**src/eepac_pkg.sv**
```systemverilog
// Package: constants and types for the EEPROM page access control block
package eepac_pkg;

  // ----------------------------------------------------------------------
  // Register offsets on the core's special function bus
  // ----------------------------------------------------------------------
  localparam logic [2:0] EEPAC_ADDR_OFS   = 3'h1;
  localparam logic [2:0] EEPAC_DATA_OFS   = 3'h3;
  localparam logic [2:0] EEPAC_CTRL_OFS   = 3'h4;
  localparam logic [2:0] EEPAC_RELOAD_OFS = 3'h5;

  // ----------------------------------------------------------------------
  // Control word bit positions
  // ----------------------------------------------------------------------
  localparam int EEPAC_BIT_IEN  = 6;
  localparam int EEPAC_BIT_UFL  = 5;
  localparam int EEPAC_BIT_CIP  = 4;
  localparam int EEPAC_BIT_MS3  = 3;
  localparam int EEPAC_BIT_MS2  = 2;
  localparam int EEPAC_BIT_MS1  = 1;

  // ----------------------------------------------------------------------
  // Reset values, erased byte, timing
  // ----------------------------------------------------------------------
  localparam logic [7:0] EEPAC_RST_BYTE    = 8'h00;
  localparam logic [7:0] EEPAC_ERASED_BYTE = 8'h00;
  localparam logic [1:0] EEPAC_LAST_LATCH  = 2'h3;
  localparam int         EEPAC_CLK_MHZ     = 100;
  localparam int         EEPAC_TICK_NS     = 4800;
  localparam int         EEPAC_TICK_CYC    = EEPAC_TICK_NS * EEPAC_CLK_MHZ / 1000;
  localparam int         EEPAC_INTERVAL_MS = 5;
  localparam int         EEPAC_PAGES       = 32;

  // ----------------------------------------------------------------------
  // Types
  // ----------------------------------------------------------------------
  typedef enum logic [1:0] {
    EEPAC_IDLE   = 2'b00,
    EEPAC_ERASE  = 2'b01,
    EEPAC_WRITE  = 2'b10,
    EEPAC_ERWR   = 2'b11
  } eepac_cyc_t;

  typedef struct packed {
    logic       wr;
    logic       rd;
    logic [2:0] ofs;
    logic [7:0] wdata;
  } eepac_req_t;

endpackage

```
**src/eepac_top.sv**
```systemverilog
// Module: EEPROM page access control with latches, flags, timer and array
// Behaviour
// - Latches are write-only; data port writes OR into the latch.
// - Latches clear when any timed cycle ends without a data port write in its final clock.
// - Writing a latch sets its hidden byte-select flag.
// - Byte-select flags clear when any timed cycle ends, except the flag of a latch written by the data port in its final clock.
// - Read-byte mode data read returns addressed byte at once.
// - Write and erase last one timer interval; erase-write two.
// - Page cycles use the page index, ignoring latch index bits.
// - Bytes with clear flags stay unchanged during page cycles.
// - Erase page erases exactly the flagged bytes.
// - Write page ORs latch data into flagged bytes only.
// - Erase-write erases flagged bytes then writes latch data.
// - Increment mode advances latch index per write, stopping at 3.
// - Page setup uses only latch index to pick the latch.
// - Each read-byte mode data read increments the whole address, across pages.
// - Write or erase-write end increments address; latch 3 wraps page.
// - Control write with cycle bit set and a write, erase or erase-write mode starts cycle and timer.
// - Erase-write reloads timer after first interval for writing.
// - Cycle end clears cycle bit and may raise timer interrupt.
// - Control holds cycle bit 4, mode bits 3..1, bit 0 zero.
// - Address holds page index 6..2, latch index 1..0, bit 7 zero.
// - Data write loads latch by low bits; read returns array byte.
// - Final underflow stops timer, sets flag, clears cycle and mode.
`timescale 1ns/1ns
module eepac_top
  import eepac_pkg::*;
(
  input  wire logic       clk_i,
  input  wire logic       nrst_i,
  input  wire eepac_req_t req_i,
  input  wire logic       irq_global_en_i,
  output logic [7:0]      rdata_o,
  output logic            cycle_busy_o,
  output logic            timer_irq_o
);

  // ----------------------------------------------------------------------
  // State
  // ----------------------------------------------------------------------
  // Latch byte i pairs with byte-select flag i
  typedef struct packed {
    logic [7:0]  addr;
    logic        ien;
    logic        ufl;
    logic        cip;
    logic [2:0]  ms;
    logic [7:0]  reload;
    logic [7:0]  count;
    logic [8:0]  presc;
    logic        run;
    eepac_cyc_t  cyc;
    logic        second;
    logic [31:0] latch;
    logic [3:0]  flags;
    logic [7:0]  rdata;
    logic        irq;
  } eepac_state_t;

  eepac_state_t st_reg;
  eepac_state_t st_next;
  logic [7:0]   mem_reg [0:255];
  logic [7:0]   ctrl_word;
  logic         page_we;
  logic [4:0]   page_sel;
  logic [31:0]  page_data;

  function automatic logic [7:0] eepac_ctrl(input eepac_state_t s);
    eepac_ctrl = {1'b0, s.ien, s.ufl, s.cip, s.ms, 1'b0};
  endfunction

  assign ctrl_word = eepac_ctrl(st_reg);

  // ----------------------------------------------------------------------
  // Helpers
  // ----------------------------------------------------------------------
  // Array index of byte i of a page
  function automatic logic [7:0] eepac_byte_addr(input logic [4:0] page, input int i);
    eepac_byte_addr = {1'b0, page, 2'(i)};
  endfunction

  // Seven-bit wrap: address bit 7 can never become set
  function automatic logic [7:0] eepac_addr_inc(input logic [7:0] a);
    eepac_addr_inc = {1'b0, 7'(a[6:0] + 7'h01)};
  endfunction

  // Auto-increments only act while no cycle bit is set
  function automatic logic eepac_read_mode(input eepac_state_t s);
    eepac_read_mode = !s.cip && s.ms == 3'b000;
  endfunction

  function automatic logic eepac_inc_mode(input eepac_state_t s);
    eepac_inc_mode = !s.cip && s.ms == 3'b010;
  endfunction

  // Illegal mode words map to idle, so they start nothing
  function automatic eepac_cyc_t eepac_decode(input logic [2:0] ms);
    case (ms)
      3'b010, 3'b011: eepac_decode = EEPAC_WRITE;
      3'b100:         eepac_decode = EEPAC_ERWR;
      3'b111:         eepac_decode = EEPAC_ERASE;
      default:        eepac_decode = EEPAC_IDLE;
    endcase
  endfunction

  // Latch loads can only set bits, never clear them
  function automatic logic [31:0] eepac_latch_or(
    input logic [31:0] latch,
    input logic [1:0]  idx,
    input logic [7:0]  d
  );
    logic [31:0] res;
    res = latch;
    for (int i = 0; i < 4; i++) begin
      if (2'(i) == idx) begin
        res[i*8 +: 8] = latch[i*8 +: 8] | d;
      end
    end
    eepac_latch_or = res;
  endfunction

  // New page image; an unflagged byte always keeps its old value
  function automatic logic [31:0] eepac_merge(
    input logic [31:0] old,
    input logic [31:0] latch,
    input logic [3:0]  flags,
    input logic        erase_only
  );
    logic [31:0] res;
    res = old;
    for (int i = 0; i < 4; i++) begin
      if (flags[i] && erase_only) begin
        res[i*8 +: 8] = EEPAC_ERASED_BYTE;
      end else if (flags[i]) begin
        res[i*8 +: 8] = old[i*8 +: 8] | latch[i*8 +: 8];
      end
    end
    eepac_merge = res;
  endfunction

  // ----------------------------------------------------------------------
  // Next state
  // ----------------------------------------------------------------------
  always_comb begin
    logic        tick;
    logic        done;
    logic [31:0] old;
    logic [1:0]  li;
    st_next   = st_reg;
    page_we   = 1'b0;
    page_sel  = st_reg.addr[6:2];
    page_data = '0;
    tick      = 1'b0;
    done      = 1'b0;
    old       = '0;
    li        = st_reg.addr[1:0];

    // ----------------------------------------------------------------------
    // Page image
    // ----------------------------------------------------------------------
    for (int i = 0; i < 4; i++) begin
      old[i*8 +: 8] = mem_reg[eepac_byte_addr(st_reg.addr[6:2], i)];
    end

    // ----------------------------------------------------------------------
    // Timer and page cycles
    // ----------------------------------------------------------------------
    // Prescaler gives one decrement per 480 oscillator periods equivalent
    if (st_reg.run) begin
      if (st_reg.presc == 9'(EEPAC_TICK_CYC - 1)) begin
        st_next.presc = '0;
        tick          = 1'b1;
      end else begin
        st_next.presc = st_reg.presc + 9'h001;
      end
    end

    if (tick) begin
      if (st_reg.count != 8'h00) begin
        st_next.count = st_reg.count - 8'h01;
      end else if (st_reg.cyc == EEPAC_ERWR && !st_reg.second) begin
        // First interval over: erase flagged bytes, reload for writing
        page_data = eepac_merge(old, st_reg.latch, st_reg.flags, 1'b1);
        page_we        = 1'b1;
        st_next.second = 1'b1;
        st_next.count  = st_reg.reload;
      end else begin
        // Second phase of erase-write ORs into bytes cleared a phase ago
        done      = 1'b1;
        page_data = eepac_merge(old, st_reg.latch, st_reg.flags, st_reg.cyc == EEPAC_ERASE);
        page_we = 1'b1;
      end
    end

    // ----------------------------------------------------------------------
    // Cycle end
    // ----------------------------------------------------------------------
    if (done) begin
      st_next.run    = 1'b0;
      st_next.ufl    = 1'b1;
      st_next.cip    = 1'b0;
      st_next.ms     = 3'b000;
      st_next.latch  = '0;
      st_next.flags  = '0;
      st_next.cyc    = EEPAC_IDLE;
      st_next.second = 1'b0;
      if (st_reg.cyc != EEPAC_ERASE) begin
        st_next.addr = eepac_addr_inc(st_reg.addr);
      end
    end

    // ----------------------------------------------------------------------
    // Core reads
    // ----------------------------------------------------------------------
    if (req_i.rd) begin
      case (req_i.ofs)
        EEPAC_ADDR_OFS:   st_next.rdata = {1'b0, st_reg.addr[6:0]};
        EEPAC_CTRL_OFS:   st_next.rdata = ctrl_word;
        EEPAC_RELOAD_OFS: st_next.rdata = st_reg.reload;
        EEPAC_DATA_OFS: begin
          st_next.rdata = mem_reg[{1'b0, st_reg.addr[6:0]}];
          if (eepac_read_mode(st_reg)) begin
            st_next.addr = eepac_addr_inc(st_reg.addr);
          end
        end
        default:          st_next.rdata = EEPAC_RST_BYTE;
      endcase
    end

    // ----------------------------------------------------------------------
    // Core writes
    // ----------------------------------------------------------------------
    if (req_i.wr) begin
      case (req_i.ofs)
        EEPAC_ADDR_OFS:   st_next.addr = {1'b0, req_i.wdata[6:0]};
        EEPAC_RELOAD_OFS: st_next.reload = req_i.wdata;
        EEPAC_DATA_OFS: begin
          st_next.latch     = eepac_latch_or(st_reg.latch, li, req_i.wdata);
          st_next.flags[li] = 1'b1;
          if (eepac_inc_mode(st_reg) && li != EEPAC_LAST_LATCH) begin
            st_next.addr[1:0] = li + 2'h1;
          end
        end
        EEPAC_CTRL_OFS: begin
          st_next.ien = req_i.wdata[EEPAC_BIT_IEN];
          st_next.ufl = req_i.wdata[EEPAC_BIT_UFL] | done;
          st_next.ms  = req_i.wdata[EEPAC_BIT_MS3:EEPAC_BIT_MS1];
          st_next.cip = req_i.wdata[EEPAC_BIT_CIP];
          if (req_i.wdata[EEPAC_BIT_CIP] && !st_reg.cip) begin
            // Start cycle and timer together; illegal codes do nothing
            st_next.cyc    = eepac_decode(req_i.wdata[EEPAC_BIT_MS3:EEPAC_BIT_MS1]);
            st_next.run    = (st_next.cyc != EEPAC_IDLE);
            st_next.cip    = (st_next.cyc != EEPAC_IDLE);
            st_next.count  = st_reg.reload;
            st_next.presc  = '0;
            st_next.second = 1'b0;
          end else if (st_reg.cip) begin
            // A write during a cycle cannot drop its cycle bit
            st_next.cip = st_reg.cip & ~done;
          end
        end
        default: ;
      endcase
    end

    // ----------------------------------------------------------------------
    // Interrupt request
    // ----------------------------------------------------------------------
    st_next.irq = st_next.ufl & st_next.ien & irq_global_en_i;
  end

  // ----------------------------------------------------------------------
  // Registers and nonvolatile array
  // ----------------------------------------------------------------------
  always_ff @(posedge clk_i or negedge nrst_i) begin
    if (!nrst_i) begin
      st_reg <= '0;
    end else begin
      st_reg <= st_next;
    end
  end

  // Array is not reset: it models retained nonvolatile content
  always_ff @(posedge clk_i) begin
    if (page_we) begin
      for (int i = 0; i < 4; i++) begin
        mem_reg[eepac_byte_addr(page_sel, i)] <= page_data[i*8 +: 8];
      end
    end
  end

  // ----------------------------------------------------------------------
  // Outputs
  // ----------------------------------------------------------------------
  assign rdata_o      = st_reg.rdata;
  assign cycle_busy_o = st_reg.cip;
  assign timer_irq_o  = st_reg.irq;

endmodule

```
**config.mk**
```make
export PLATFORM = sky130hd
export DESIGN_NAME = eepac_top
export DESIGN_NICKNAME = d
export VERILOG_FILES = /design/src/eepac_pkg.sv /design/src/eepac_top.sv
export SDC_FILE = /design/constraint.sdc
export NUM_CORES = 2
export LEC_CHECK = 0
export ABC_AREA = 1
export BUFFER_PORTS_ARGS = -buffer_cell sky130_fd_sc_hd__buf_2
export CORE_UTILIZATION = 25
export DETAILED_ROUTE_END_ITERATION = 8
export SLEW_MARGIN = 20
export SYNTH_ARGS = -nofsm -noshare
export SYNTH_HDL_FRONTEND = slang
export SYNTH_SLANG_ARGS = --single-unit
export TNS_END_PERCENT = 1
```
**constraint.sdc**
```tcl
create_clock -name clk_i -period 6.5 [get_ports clk_i]
set_input_delay 1.3 -clock clk_i [delete_from_list [all_inputs] [get_ports clk_i]]
set_output_delay 1.3 -clock clk_i [all_outputs]
set_load 0.02 [all_outputs]
```
==> impl_metrics.csv <==
group,metric,value,unit
outcome,status,"complete, no violations",
clock_tree,cts_buffer_depth,3,
setup_path,r2r-end,"mem_reg[18][5]",
global_routing,grt.total_usage,17.1,%
timing,max_freq,227,MHz
clock_tree,clock_latency,0.75,ns
timing,hold_viol_final,0,
setup_path,rr_worst_depth,10,
timing,setup-tns-final,0,ns
placed_design,gp_congestion,0.915,
cells_and_area,syn_to_final_growth,14.0,%
hold_path,hold_class,"register to register",
clock_tree,cts_buffers,117,
synth,synth_edf_count,1024,
cells_and_area,final_cells,9031,
timing,worst_pin_slew,1.22,ns
timing,slew_violations,0,
global_routing,antenna_found_initial,6,
clock_tree,htreeDepth,3,
synth,avgSynthCellArea,8.99,µm²
timing,finalCritPeriodShare,67.7,%
cells_and_area,n_fill_cell,22700,
job,timing.max_cap.violations,0,
timing,layout_setup_ws,2.10,ns
synth,synth.most_common_cell,"nand2_1",
synth,ys_warn_count,0,
floorplan,die_y,471,µm
setup_path,start_kind,"register",
power_and_ir_drop,powerDensity,289,nW/µm²
detailed_routing,viasPerCell,5.05,
power_and_ir_drop,p_leak,26.9,nW
floorplan,initial_core_util,25.3,%
setup_path,r2r_slack,2.10,ns
global_routing,gr-total-overflow,0,
detailed_routing,vias,45600,
cells_and_area,ff_latch_area,32900,µm²
setup_path,cp-end-kind,"register",
floorplan,ios,26,
synth,netlist_area,55000,µm²
floorplan,fp-row-count,171,
clock_tree,cts_tree,"done",
detailed_routing,wl_per_cell,21.7,µm
detailed_routing,ant_nets,0,
synth,synth_common_cells,"nand2_1, edfxtp_1, inv_1",
detailed_routing,drt-initial-drc-count,6757,
setup_path,critical_path_class,"register to register",
clock_tree,post_cts_buffers,0,
clock_tree,clk_pin_slew,0.07,ns
power_and_ir_drop,fin_total_pwr,18.1,mW
synth,synth_top_area_share,55.9,%
synth,synthCells,6120,
timing,fin_skew,0.0303,ns
synth,ys_async_sr_fraction,7.83,%
setup_path,crit_arrival,4.95,ns
synth,synthFlopType,"edfxtp_1",
hold_path,hp-start,"rdata_o[4]",
global_routing,grt_pass1_vias,43500,
timing,fin_crit,4.40,ns
power_and_ir_drop,ir_worst_vdd,257,µV
clock_tree,ctsRootBufferMaster,"clkbuf_16",
synth,synth_fp_nets,6143,
synth,synthTopCellsByArea,"edfxtp_1, nand2_1, inv_1, dfrtp_1, nand3_1",
synth,synth_top_cell_by_area,"edfxtp_1",
cells_and_area,nNetsFinal,6093,
placed_design,dpl.hpwl,118,mm
timing,rsz0062_at_grt,"false",
hold_path,min_to,"rdata_o[4]",
clock_tree,ctsResizeCount,0,
cells_and_area,fin_util,28.8,%
placed_design,io_buffers,25,
global_routing,grt_max_degree,212,
synth,ys_types,43,
detailed_routing,dr.pass1.iters,8,
placed_design,dp_cells,8805,
synth,ys_seq_area_share,59.9,%
cells_and_area,largest_reg_flops,1024,
placed_design,place_ws,2.22,ns
global_routing,grt_pass1_wl,286,mm
setup_path,cp_max_fo,38,
clock_tree,cts.sinks,1111,
setup_path,r2r_start,"page_sel[2]",
setup_path,critPathRequiredTime,7.05,ns
floorplan,die_w,471,µm
detailed_routing,drc_errors,0,
floorplan,core,218000,µm²
hold_path,hold_depth,2,
timing,slew_headroom,18.1,%
cells_and_area,drive_gt1_share,7.42,%
timing,setup_viol,0,
synth,ys_ff_latch,1111,
floorplan,dieArea,222000,µm²
cells_and_area,multi_input_area,17300,µm²
clock_tree,cts_hold_buffers,0,
detailed_routing,drt-total-wl,196,mm
## metal layers
metal	global-route usage [%]	vias up	share of wire, %
li1	-	20200	-
met1	23.2	21900	40
met2	26.0	3047	43
met3	4.08	514	12
met4	7.01	2	4.3
met5	0	-	0.010
## power by group
| group | internal, mW | total [mW] | switching [mW] |
|---|---|---|---|
| sequential | 7.73 | 7.82 | 0.0872 |
| combinational | 0.947 | 3.39 | 2.44 |
| clock | 3.98 | 6.93 | 2.95 |
| total | 12.7 | 18.1 | 5.48 |
## cell families (layout without fill, tap and decap cells)
family          Yosys count  count (layout)  share of synthesized area [%]
other cells               0               4                              0
compound gates          890             890                           9.91
fa+ha+maj                 7               7                          0.159
xor+xnor                  6               6                         0.0955
flops                  1111            1111                           59.9
simple gates           2817            2817                           20.4
buf+inv                1289            1342                           9.55
## cell type report
cell class / count / area share, %
flip-flops and latches: 1111 / 52.5
multi-input cells: 3720 / 27.6
inverters: 953 / 5.74
well taps: 2854 / 5.70
clock buffers: 154 / 5.15
repair buffers: 167 / 2.14
clock inverters: 68 / 1.14
diodes: 4 / 0.0160
## how the worst max path moves through the flow
stage	from	to	slack [ns]	cells past startpoint
global placement	page_sel[2]	mem_reg[121][2]	2.24	11
floorplan	st_reg[49]	mem_reg[0][0]	3.31	10
global route	page_sel[2]	mem_reg[18][5]	2.12	10
finish	page_sel[2]	mem_reg[18][5]	2.10	10
detailed placement	page_sel[2]	mem_reg[2][3]	2.22	11
CTS	page_sel[0]	mem_reg[45][7]	2.21	9
## metrics by stage
step                      instance area [µm²]  hold slack, ns
after global placement                  58600           0.471
after global routing                    62700           0.504
after floorplan                         55000           0.450
after detailed placement                58700           0.469
after CTS                               62600           0.487
final                                   62700           0.478
## worst max-delay path, stage by stage (launching register included)
cell,delay (ns)
dfrtp_1,0.55
nand2_1,0.26
nor2_4,0.62
inv_4,0.48
buf_4,0.53
o2111ai_1,0.48
nand2_1,0.09
nand3_1,0.08
nor2_1,0.05
nor2_2,0.59
buf_4,0.36
## layout by cell type, fill, tap and decap left out, drive strengths merged, types with 42 or more instances in the layout
cell type	n
clkbuf	154
o21ai	304
nand3	414
o2111ai	47
o22ai	263
o211ai	42
dfrtp	87
nand2	1935
inv	948
a21oi	100
edfxtp	1024
clkinv	53
a22oi	71
nor2	422
buf	167
Power figures use the tool's default switching activity.
